`src/verilog/lpms_map.svh`:
```
// constants for the low power mode sequencer
`ifndef LPMS_MAP_SVH
`define LPMS_MAP_SVH
`define LPMS_REG_CTRL      4'h0
`define LPMS_REG_STATUS    4'h1
`define LPMS_REG_HOLD      4'h2
`define LPMS_REG_OPTS      4'h3
`define LPMS_CTRL_MODE_LSB 0
`define LPMS_CTRL_MODE_MSB 2
`define LPMS_CTRL_VERY_LOW_POWER_RUN_BIT 3
`define LPMS_CTRL_RST      8'h00
`define LPMS_OPTS_RST      8'h03
`define LPMS_CLK_HZ        25000000
`define LPMS_FLASH_HZ      1000000
`define LPMS_FLASH_DIV     ((`LPMS_CLK_HZ + `LPMS_FLASH_HZ - 1) / `LPMS_FLASH_HZ)
`define LPMS_SETTLE_CYC    4'h3
`define LPMS_RESET_CYC     4'h8
`endif

```
`src/verilog/lpms_pkg.sv`:
```
// types for the low power mode sequencer
package lpms_pkg;
	typedef enum logic [2:0] {
		LPMS_TGT_STOP   = 3'h0,
		LPMS_TGT_VERY_LOW_POWER_WAIT   = 3'h1,
		LPMS_TGT_VERY_LOW_POWER_STOP   = 3'h2,
		LPMS_TGT_LLS    = 3'h3,
		LPMS_TGT_LVL3   = 3'h4,
		LPMS_TGT_LVL1   = 3'h5,
		LPMS_TGT_LVL0   = 3'h6,
		LPMS_TGT_WAIT   = 3'h7
	} lpms_target_t;
	typedef enum logic [2:0] {
		LPMS_ST_RUN    = 3'h0,
		LPMS_ST_ENTER  = 3'h1,
		LPMS_ST_SLEEP  = 3'h2,
		LPMS_ST_EXIT   = 3'h3,
		LPMS_ST_RESET  = 3'h4
	} lpms_state_t;
endpackage

```
`src/verilog/lpms_sequencer.sv`:
```
// low power mode sequencer top
//
// Contract
// very low power run allows only bypassed low power internal or external clock modes.
// very low power run puts flash in reduced frequency mode, 1 MHz.
// internal clock mode gives 4 MHz core; bus and flash below 800 kHz. The flash tick stays at 1 MHz in every very low power run clock mode.
// low voltage detect off and regulator low power during very low power run.
// very low power wait: core sleeps, fast clock runs, any interrupt returns run.
// very low power stop: peripheral clocks stop, detect off, converter and pins wake.
// very low power stop: fast clock off, interrupt controller off, async wakeup wakes.
// low leakage stop retains state and memory; only wakeup unit wakes, then interrupt. The sequencer also wakes it on enabled nmi and reset pins.
// software keeps wakeup unit interrupt unmasked or exit from stop stalls.
// leakage levels 3 and 1 keep oscillator, wakeup, timer, clock, comparator.
// level 3 keeps upper and lower memory powered.
// levels 1 and 0 power off both memory arrays.
// level 0 disables low power oscillator, brown-out optional; few units usable.
// leakage level recovery runs reset flow and sets wakeup interrupt flag.
// wait-for-interrupt enters selected mode; interrupt leaves it.
// leakage stops wake only on wakeup unit, nmi pin or reset pin.
// pins disabled by flash option byte are ignored as wake sources.
// leakage level wakeup always passes through reset.
// after leakage level recovery pins stay held until software releases.
// normal stop keeps registers and detect on, controller off, async wakeup wakes.
// on deep sleep read target mode, apply settings, then acknowledge entry.
//
// Implementation choices: the address map and the strobed register port.
`timescale 1ns/1ps
`include "lpms_map.svh"
module lpms_sequencer
	import lpms_pkg::*;
(
	input  wire logic       sys_clk,
	input  wire logic       rstn,
	input  wire logic       clk_en,
	input  wire logic [3:0] reg_addr,
	input  wire logic [7:0] reg_wdata,
	input  wire logic       reg_wr,
	input  wire logic       reg_rd,
	output logic      [7:0] reg_rdata,
	input  wire logic       core_wfi,
	input  wire logic       core_deep,
	input  wire logic       irq_any,
	input  wire logic       async_wake,
	input  wire logic       wakeup_unit_evt,
	input  wire logic       nmi_pin,
	input  wire logic       reset_pin,
	output logic            sleep_ack,
	output logic            core_clk_en,
	output logic            periph_clk_en,
	output logic            nested_interrupt_controller_en,
	output logic            lvd_en,
	output logic            reg_lowpower,
	output logic            flash_slow,
	output logic            flash_clk_tick,
	output logic            sram_pwr,
	output logic            lpo_en,
	output logic            osc_en,
	output logic            bod_en,
	output logic            io_hold,
	output logic            wake_irq_flag,
	output logic            chip_reset,
	output logic [1:0]      clkgen_mode
);
	logic [7:0]   ctrl_r, ctrl_nxt;
	logic [7:0]   opts_r, opts_nxt;
	lpms_state_t  st_r, st_nxt;
	lpms_target_t tgt_r, tgt_nxt;
	logic [3:0]   cnt_r, cnt_nxt;
	logic [4:0]   fdiv_r, fdiv_nxt;
	logic         hold_r, hold_nxt;
	logic         wflag_r, wflag_nxt;
	logic [7:0]   rdata_r, rdata_nxt;
	logic [15:0]  outs_r, outs_nxt;
	logic         very_low_power_run, leak, deep_stop, wake;
	lpms_target_t sel;

	assign sel  = lpms_target_t'(ctrl_r[`LPMS_CTRL_MODE_MSB:`LPMS_CTRL_MODE_LSB]);
	assign very_low_power_run = ctrl_r[`LPMS_CTRL_VERY_LOW_POWER_RUN_BIT];
	assign leak = (tgt_r == LPMS_TGT_LLS) || (tgt_r == LPMS_TGT_LVL3) ||
	              (tgt_r == LPMS_TGT_LVL1) || (tgt_r == LPMS_TGT_LVL0);

	// wake source selection
	always_comb begin
		deep_stop = 1'b0;
		wake      = 1'b0;
		case (tgt_r)
			LPMS_TGT_WAIT, LPMS_TGT_VERY_LOW_POWER_WAIT: wake = irq_any;
			LPMS_TGT_STOP, LPMS_TGT_VERY_LOW_POWER_STOP: wake = async_wake;
			default: begin
				deep_stop = 1'b1;

				wake = wakeup_unit_evt | (nmi_pin & opts_r[0]) | (reset_pin & opts_r[1]);
			end
		endcase
	end

	// sequencer and registers
	always_comb begin
		ctrl_nxt  = ctrl_r;
		opts_nxt  = opts_r;
		st_nxt    = st_r;
		tgt_nxt   = tgt_r;
		cnt_nxt   = cnt_r;
		hold_nxt  = hold_r;
		wflag_nxt = wflag_r;
		rdata_nxt = 8'h00;
		fdiv_nxt  = (fdiv_r == 5'(`LPMS_FLASH_DIV - 1)) ? 5'h00 : fdiv_r + 5'h01;
		if (reg_wr) begin
			case (reg_addr)
				`LPMS_REG_CTRL:   ctrl_nxt = reg_wdata;
				`LPMS_REG_HOLD:   if (reg_wdata[0]) hold_nxt = 1'b0;
				`LPMS_REG_STATUS: if (reg_wdata[1]) wflag_nxt = 1'b0;
				`LPMS_REG_OPTS:   opts_nxt = reg_wdata;
				default: ;
			endcase
		end
		if (reg_rd) begin
			case (reg_addr)
				`LPMS_REG_CTRL:   rdata_nxt = ctrl_r;
				`LPMS_REG_STATUS: rdata_nxt = {3'h0, tgt_r, wflag_r, hold_r} ^ {2'h0, 3'(st_r), 3'h0};
				`LPMS_REG_HOLD:   rdata_nxt = {7'h00, hold_r};
				`LPMS_REG_OPTS:   rdata_nxt = opts_r;
				default:          rdata_nxt = 8'h00;
			endcase
		end
		case (st_r)
			LPMS_ST_RUN: begin
				if (core_wfi) begin
					tgt_nxt = core_deep ? sel : (very_low_power_run ? LPMS_TGT_VERY_LOW_POWER_WAIT : LPMS_TGT_WAIT);
					cnt_nxt = `LPMS_SETTLE_CYC;
					st_nxt  = LPMS_ST_ENTER;
				end
			end
			LPMS_ST_ENTER: begin
				if (cnt_r == 4'h0)
					st_nxt = LPMS_ST_SLEEP;
				else
					cnt_nxt = cnt_r - 4'h1;
			end
			LPMS_ST_SLEEP: begin
				if (wake) begin
					if (tgt_r == LPMS_TGT_LVL3 || tgt_r == LPMS_TGT_LVL1 || tgt_r == LPMS_TGT_LVL0) begin
						st_nxt    = LPMS_ST_RESET;
						cnt_nxt   = `LPMS_RESET_CYC;
						hold_nxt  = 1'b1;
						wflag_nxt = 1'b1;
					end else begin
						st_nxt = LPMS_ST_EXIT;
						if (tgt_r == LPMS_TGT_LLS)
							wflag_nxt = 1'b1;
					end
				end
			end
			LPMS_ST_RESET: begin
				if (cnt_r == 4'h0)
					st_nxt = LPMS_ST_RUN;
				else
					cnt_nxt = cnt_r - 4'h1;
			end
			LPMS_ST_EXIT: st_nxt = LPMS_ST_RUN;
			default: st_nxt = LPMS_ST_RUN;
		endcase
		if (st_r == LPMS_ST_RESET)
			ctrl_nxt = `LPMS_CTRL_RST;
	end

	// per-mode power outputs
	always_comb begin
		logic slp;
		slp = (st_nxt == LPMS_ST_SLEEP);
		// {clkgen[1:0],reset,flag,hold,bod,osc,lpo,sram,ftick,fslow,regl,lvd,nested_interrupt_controller,pclk,cclk}
		outs_nxt = 16'h0000;
		outs_nxt[0]  = !slp && !(st_nxt == LPMS_ST_RESET);
		outs_nxt[1]  = !slp || (tgt_nxt == LPMS_TGT_WAIT) || (tgt_nxt == LPMS_TGT_VERY_LOW_POWER_WAIT);
		outs_nxt[2]  = !slp || !deep_stop && (tgt_nxt != LPMS_TGT_STOP) && (tgt_nxt != LPMS_TGT_VERY_LOW_POWER_STOP) ||
		               (tgt_nxt == LPMS_TGT_VERY_LOW_POWER_WAIT) || (tgt_nxt == LPMS_TGT_WAIT);
		outs_nxt[3]  = very_low_power_run ? 1'b0 : (!slp || tgt_nxt == LPMS_TGT_STOP || tgt_nxt == LPMS_TGT_WAIT);
		outs_nxt[4]  = very_low_power_run || (slp && tgt_nxt != LPMS_TGT_STOP && tgt_nxt != LPMS_TGT_WAIT);
		outs_nxt[5]  = very_low_power_run;
		outs_nxt[6]  = very_low_power_run && (fdiv_r == 5'h00);
		outs_nxt[7]  = !(slp && (tgt_nxt == LPMS_TGT_LVL1 || tgt_nxt == LPMS_TGT_LVL0));
		outs_nxt[8]  = !(slp && tgt_nxt == LPMS_TGT_LVL0);
		outs_nxt[9]  = !(slp && tgt_nxt == LPMS_TGT_LVL0);
		outs_nxt[10] = !(slp && tgt_nxt == LPMS_TGT_LVL0) || opts_r[2];
		outs_nxt[11] = hold_nxt;
		outs_nxt[12] = wflag_nxt;
		outs_nxt[13] = (st_nxt == LPMS_ST_RESET);
		outs_nxt[15:14] = very_low_power_run ? {1'b1, ctrl_r[4]} : 2'b00;
	end

	always_ff @(posedge sys_clk) begin
		if (!rstn) begin
			ctrl_r  <= `LPMS_CTRL_RST;
			opts_r  <= `LPMS_OPTS_RST;
			st_r    <= LPMS_ST_RUN;
			tgt_r   <= LPMS_TGT_STOP;
			cnt_r   <= 4'h0;
			fdiv_r  <= 5'h00;
			hold_r  <= 1'b0;
			wflag_r <= 1'b0;
			rdata_r <= 8'h00;
			outs_r  <= 16'h078f;
		end else if (clk_en) begin
			ctrl_r  <= ctrl_nxt;
			opts_r  <= opts_nxt;
			st_r    <= st_nxt;
			tgt_r   <= tgt_nxt;
			cnt_r   <= cnt_nxt;
			fdiv_r  <= fdiv_nxt;
			hold_r  <= hold_nxt;
			wflag_r <= wflag_nxt;
			rdata_r <= rdata_nxt;
			outs_r  <= outs_nxt;
		end
	end

	logic ack_r;
	always_ff @(posedge sys_clk) begin
		if (!rstn)
			ack_r <= 1'b0;
		else if (clk_en)
			ack_r <= (st_nxt == LPMS_ST_SLEEP);
	end

	assign reg_rdata      = rdata_r;
	assign sleep_ack      = ack_r;
	assign core_clk_en    = outs_r[0];
	assign periph_clk_en  = outs_r[1];
	assign nested_interrupt_controller_en        = outs_r[2];
	assign lvd_en         = outs_r[3];
	assign reg_lowpower   = outs_r[4];
	assign flash_slow     = outs_r[5];
	assign flash_clk_tick = outs_r[6];
	assign sram_pwr       = outs_r[7];
	assign lpo_en         = outs_r[8];
	assign osc_en         = outs_r[9];
	assign bod_en         = outs_r[10];
	assign io_hold        = outs_r[11];
	assign wake_irq_flag  = outs_r[12];
	assign chip_reset     = outs_r[13];
	assign clkgen_mode    = outs_r[15:14];

	a_entry_ack: assert property (@(posedge sys_clk) disable iff (!rstn)
		clk_en && st_r == LPMS_ST_RUN && core_wfi ##1 clk_en[*4] |=> sleep_ack)
		else $error("entry not acknowledged after settle");
	a_very_low_power_run_lvd: assert property (@(posedge sys_clk) disable iff (!rstn)
		$past(very_low_power_run) && $past(clk_en) |-> !lvd_en && reg_lowpower)
		else $error("detect on in very low power run");
	a_very_low_power_run_clk: assert property (@(posedge sys_clk) disable iff (!rstn)
		$past(very_low_power_run) && $past(clk_en) |-> clkgen_mode[1])
		else $error("bad clock mode in very low power run");
	a_lvl_mem: assert property (@(posedge sys_clk) disable iff (!rstn)
		st_r == LPMS_ST_SLEEP && (tgt_r == LPMS_TGT_LVL1 || tgt_r == LPMS_TGT_LVL0) |-> !sram_pwr)
		else $error("memory powered in level 1 or 0");
	a_lvl3_mem: assert property (@(posedge sys_clk) disable iff (!rstn)
		st_r == LPMS_ST_SLEEP && tgt_r == LPMS_TGT_LVL3 |-> sram_pwr)
		else $error("memory lost in level 3");
	a_lvl_reset: assert property (@(posedge sys_clk) disable iff (!rstn)
		clk_en && st_r == LPMS_ST_SLEEP && wake && tgt_r inside {LPMS_TGT_LVL3, LPMS_TGT_LVL1, LPMS_TGT_LVL0}
		|=> chip_reset && io_hold && wake_irq_flag)
		else $error("leakage wake skipped reset");
	a_lvl0_lpo: assert property (@(posedge sys_clk) disable iff (!rstn)
		st_r == LPMS_ST_SLEEP && tgt_r == LPMS_TGT_LVL0 |-> !lpo_en && !osc_en)
		else $error("oscillator on in level 0");
	a_stop_nested_interrupt_controller: assert property (@(posedge sys_clk) disable iff (!rstn)
		st_r == LPMS_ST_SLEEP && tgt_r == LPMS_TGT_VERY_LOW_POWER_STOP |-> !nested_interrupt_controller_en && !core_clk_en && !periph_clk_en)
		else $error("controller on in very low power stop");
	a_pin_ignored: assert property (@(posedge sys_clk) disable iff (!rstn)
		clk_en && st_r == LPMS_ST_SLEEP && leak && !wakeup_unit_evt && !(nmi_pin && opts_r[0])
		&& !(reset_pin && opts_r[1]) |=> st_r == LPMS_ST_SLEEP)
		else $error("disabled pin woke chip");
	a_very_low_power_run_flash: assert property (@(posedge sys_clk) disable iff (!rstn)
		$past(very_low_power_run) && $past(clk_en) |-> flash_slow)
		else $error("flash fast in very low power run");
	a_very_low_power_wait_nested_interrupt_controller: assert property (@(posedge sys_clk) disable iff (!rstn)
		st_r == LPMS_ST_SLEEP && tgt_r == LPMS_TGT_VERY_LOW_POWER_WAIT |-> nested_interrupt_controller_en && periph_clk_en && !core_clk_en)
		else $error("controller off in very low power wait");
	a_very_low_power_stop_lvd: assert property (@(posedge sys_clk) disable iff (!rstn)
		st_r == LPMS_ST_SLEEP && tgt_r == LPMS_TGT_VERY_LOW_POWER_STOP |-> !lvd_en && reg_lowpower)
		else $error("detect on in very low power stop");
	a_lls_keep: assert property (@(posedge sys_clk) disable iff (!rstn)
		st_r == LPMS_ST_SLEEP && tgt_r == LPMS_TGT_LLS |-> sram_pwr && !periph_clk_en && !nested_interrupt_controller_en)
		else $error("low leakage stop state wrong");
	a_lvl_osc: assert property (@(posedge sys_clk) disable iff (!rstn)
		st_r == LPMS_ST_SLEEP && tgt_r inside {LPMS_TGT_LVL3, LPMS_TGT_LVL1} |-> osc_en && lpo_en)
		else $error("oscillator off in level 3 or 1");
	a_stop_lvd: assert property (@(posedge sys_clk) disable iff (!rstn)
		st_r == LPMS_ST_SLEEP && tgt_r == LPMS_TGT_STOP && !$past(very_low_power_run)
		|-> lvd_en && !nested_interrupt_controller_en && !periph_clk_en)
		else $error("normal stop state wrong");
	a_reset_ctrl: assert property (@(posedge sys_clk) disable iff (!rstn)
		clk_en && st_r == LPMS_ST_RESET |=> ctrl_r == `LPMS_CTRL_RST)
		else $error("control kept through reset flow");
	a_wait_wake: assert property (@(posedge sys_clk) disable iff (!rstn)
		clk_en && st_r == LPMS_ST_SLEEP && tgt_r inside {LPMS_TGT_WAIT, LPMS_TGT_VERY_LOW_POWER_WAIT} && irq_any
		|=> !sleep_ack && core_clk_en)
		else $error("interrupt did not end wait");
	a_lls_exit: assert property (@(posedge sys_clk) disable iff (!rstn)
		clk_en && st_r == LPMS_ST_SLEEP && tgt_r == LPMS_TGT_LLS && wakeup_unit_evt
		|=> st_r == LPMS_ST_EXIT && wake_irq_flag)
		else $error("wakeup unit did not end low leakage stop");
	a_hold_keep: assert property (@(posedge sys_clk) disable iff (!rstn)
		io_hold && !(clk_en && reg_wr && reg_addr == `LPMS_REG_HOLD && reg_wdata[0]) |=> io_hold)
		else $error("pin hold dropped without release");
	a_freeze_state: assert property (@(posedge sys_clk) disable iff (!rstn)
		!clk_en |=> $stable(st_r) && $stable(ctrl_r) && $stable(outs_r))
		else $error("state moved while clock enable low");
	c_wait_wake: cover property (@(posedge sys_clk) st_r == LPMS_ST_SLEEP && tgt_r == LPMS_TGT_WAIT ##1 st_r == LPMS_ST_EXIT);
	c_lls_wake: cover property (@(posedge sys_clk) st_r == LPMS_ST_SLEEP && tgt_r == LPMS_TGT_LLS ##1 st_r == LPMS_ST_EXIT);
	c_lvl_reset: cover property (@(posedge sys_clk) st_r == LPMS_ST_RESET);
	c_very_low_power_wait_wake: cover property (@(posedge sys_clk)
		st_r == LPMS_ST_SLEEP && tgt_r == LPMS_TGT_VERY_LOW_POWER_WAIT ##1 st_r == LPMS_ST_EXIT);
	c_lvl0_sleep: cover property (@(posedge sys_clk)
		st_r == LPMS_ST_SLEEP && tgt_r == LPMS_TGT_LVL0 && !sram_pwr);
endmodule

```
`config.mk`:
```
export PLATFORM = sky130hd
export DESIGN_NAME = lpms_sequencer
export DESIGN_NICKNAME = d
export VERILOG_FILES = /design/src/verilog/lpms_pkg.sv /design/src/verilog/lpms_sequencer.sv
export VERILOG_INCLUDE_DIRS = /design/src /design/src/verilog
export SDC_FILE = /design/constraint.sdc
export NUM_CORES = 1
export LEC_CHECK = 0
export BUFFER_PORTS_ARGS = -buffer_cell sky130_fd_sc_hd__buf_2
export CAP_MARGIN = 20
export CORE_UTILIZATION = 45
export CTS_CLUSTER_DIAMETER = 80
export DETAILED_ROUTE_END_ITERATION = 10
export PLACE_DENSITY = 0.64
export SLEW_MARGIN = 20
export SYNTH_ARGS = -nofsm -noshare
export SYNTH_HDL_FRONTEND = slang
export SYNTH_SLANG_ARGS = --single-unit
```
`constraint.sdc`:
```
create_clock -name sys_clk -period 2.5 [get_ports sys_clk]
set_clock_uncertainty 0.15 [all_clocks]
set_input_delay 0.125 -clock sys_clk [delete_from_list [all_inputs] [get_ports sys_clk]]
set_output_delay 0.125 -clock sys_clk [all_outputs]
set_load 0.03 [all_outputs]
```
==> results.json <==
{
  "setup_viol": 0,
  "worstPathMaxFanout": 14,
  "rsz0062_at_grt": "false",
  "dp.cells": 424,
  "async_flop_share_pct": 0,
  "antenna_found_initial": 0,
  "fin_setup_tns_ns": 0,
  "finalCritPeriodShare_pct": 84.2,
  "numCtsBuffers": 5,
  "grt.overflow.total": 0,
  "startpoint_type": "flip-flop",
  "initial_core_util_pct": 47.5,
  "synth_cells": 319,
  "cts.clk_slew.worst_paths_ns": 0.10,
  "seqPwrFrac_pct": 52.0,
  "hpwlAfterDp_um": 4560,
  "grt_pass1_wl_um": 11100,
  "outcome": "finished, final reports clean",
  "io_pins": 49,
  "min_path_cells": 3,
  "r2r_end": "outs_r[4]",
  "ant_nets": 0,
  "seq_area_um2": 1080,
  "p_sw_share_pct": 26.7,
  "die-area_um2": 6230,
  "hold_viol": 0,
  "reg2reg_depth": 5,
  "die_w_um": 78.9,
  "r2r_start": "st_r[1]",
  "p_per_area_nw_per_um2": 564,
  "grt_pass1_vias": 2240,
  "drc": 0,
  "layout_commonest_cell": "dfxtp_1",
  "clockBufferDepth": 2,
  "p_leak_nw": 1.21,
  "hold_start": "rstn",
  "critical_path_class": "reg2reg",
  "diodes": 0,
  "grtUsageTotal_pct": 22.9,
  "area_delta_synth_final_pct": 17.3,
  "whs_ns": 0.0654,
  "switchingPower_uw": 470,
  "vias": 2449,
  "drt_pass1_iterations": 4,
  "grt_max_degree": 40,
  "avgSynthCellArea_um2": 8.35,
  "fillers": 567,
  "cts-resized-gates": 0,
  "fin_nets": 395,
  "synth-edff-count": 0,
  "worstMarginPinSlew_ns": 0.713,
  "cp-end-kind": "flip-flop",
  "power_frac_comb_pct": 14.7,
  "synth_seq_cells": 54,
  "irDropWorstVdd_uv": 300,
  "fin_cells": 440,
  "synth_nets": 347,
  "min_to": "reg_rdata[5]",
  "layout_common_cells": "dfxtp_1, buf_2, nor2_1",
  "wl_per_cell_um": 15.0,
  "port_buffers": 48,
  "wl_um": 6620,
  "drtIter0Drc": 183,
  "core_um2": 5610,
  "max_freq_mhz": 475,
  "ys_seq_area_share_pct": 40.6,
  "cp_data_required_time_ns": 2.55,
  "die_h_um": 78.9,
  "htreeDepth": 2,
  "dominantRegCellSynth": "dfxtp_1",
  "cap_violations": 0,
  "layout-drive-gt1-share_pct": 19.3,
  "reg2reg_slack_ns": 0.39,
  "multi_input_area_um2": 1460,
  "gp_congestion": 0.798,
  "slew_headroom_pct": 52.1,
  "routed_via_density": 5.57,
  "rows": 27,
  "final.min_clock_period_ns": 2.11,
  "final_util_pct": 55.7,
  "drv_slew": 0,
  "cts.sinks": 54,
  "syn_area_um2": 2660,
  "cts_tree": "done",
  "ys.warnings.count": 0,
  "total_power_mw": 1.76,
  "cts-root-buf": "clkbuf_8",
  "power_frac_clock_pct": 33.3,
  "hold_path_class": "in2reg",
  "crit_arrival_ns": 2.16,
  "clock_latency_ns": 0.31,
  "synth_cell_types": 55,
  "p_int_mw": 1.29,
  "worstSetupStartpoint": "st_r[1]"
}
cells by family (layout without fill, tap and decap cells):
family          after synthesis  in the layout  synth area share (%)
xor+xnor                      8              8                  2.63
mux                           4              4                  1.64
fa+ha+maj                     4              4                  1.88
flops                        54             54                  40.6
buf+inv                      28             77                  4.79
simple gates                128            128                  24.7
compound gates               93             93                  23.8
cell usage after synthesis (all sizes together) (3+ instances only):
cell | n | share of area [%]
a21o | 3 | 0.85
o2bb2ai | 4 | 1.3
nand3b | 3 | 0.85
o21ai | 18 | 3.4
nand2 | 29 | 4.1
or3 | 3 | 0.70
xor2 | 5 | 1.6
a21oi | 18 | 3.5
nand4 | 5 | 1.2
buf | 7 | 1.8
xnor2 | 3 | 0.99
a22oi | 16 | 4.5
clkbuf | 13 | 1.8
inv | 8 | 1.1
a211o | 3 | 0.99
dfxtp | 54 | 41
nor2 | 36 | 5.1
o21a | 4 | 1.1
a21boi | 10 | 2.8
and3 | 3 | 0.70
nand3 | 9 | 1.7
nor3 | 7 | 1.3
nor2b | 16 | 3.8
ha | 4 | 1.9
nor3b | 3 | 1.0
o31ai | 3 | 0.85
mux2 | 3 | 1.3
and2 | 6 | 1.4
worst max-delay path by stage:
stage / to / slack (ns)
final: outs_r[4] / 0.39
after global routing: cnt_r[2] / 0.09
after CTS: outs_r[4] / 0.39
after detailed placement: outs_r[4] / 0.40
after global placement: cnt_r[2] / 0.40
after floorplan: outs_r[1] / 0.64
metal layers:
metal / GRT usage (%) / routed length, um / vias to the layer above
met5: 0 / 0 / -
met4: 7.64 / 80 / 0
met3: 2.99 / 281 / 5
met2: 37.6 / 3080 / 57
met1: 31.0 / 3180 / 1157
li1: - / - / 1230
state kept, by name (all words and copies together) (netlist names):
register,cells
outs_r,14
ctrl_r,8
opts_r,8
reg_rdata,8
fdiv_r,5
cnt_r,4
st_r,3
tgt_r,3
sleep_ack,1
power groups by stage:
stage	Clock [mW]	Combinational [mW]	Sequential, mW
floorplan	0	0.178	0.931
global placement	0	0.248	0.934
detailed placement	0	0.248	0.935
CTS	0.604	0.258	0.915
global route	0.626	0.292	0.920
finish	0.587	0.259	0.915
worst max-delay path, stage by stage (launching register included):
cell	delay, ns
dfxtp_1	0.60
nor3b_2	0.43
o221a_2	0.26
nand3_1	0.16
a41oi_1	0.32
nor2_1	0.09
per-stage QoR:
| stage | instance area, um2 | worst slack [ns] |
|---|---|---|
| after floorplan | 2660 | 0.643 |
| after global placement | 2930 | 0.401 |
| after detailed placement | 2930 | 0.399 |
| after CTS | 3120 | 0.390 |
| after global routing | 3120 | 0.0869 |
| final | 3120 | 0.394 |
area by class of cell:
class / count / share of cell area [%]
clock buffer: 6 / 2.32
clock inverter: 2 / 1.20
inverter: 8 / 0.961
multi-input combinational: 237 / 46.6
sequential: 54 / 34.6
tap: 72 / 2.88
timing repair buffer: 61 / 11.5
repair_timing:
item | 4_1_cts | 5_1_grt
hold endpoints to repair | 16 | 0
hold buffers | 8 | 0
setup buffers | 0 | 0
(Power assumes the default switching activity.)
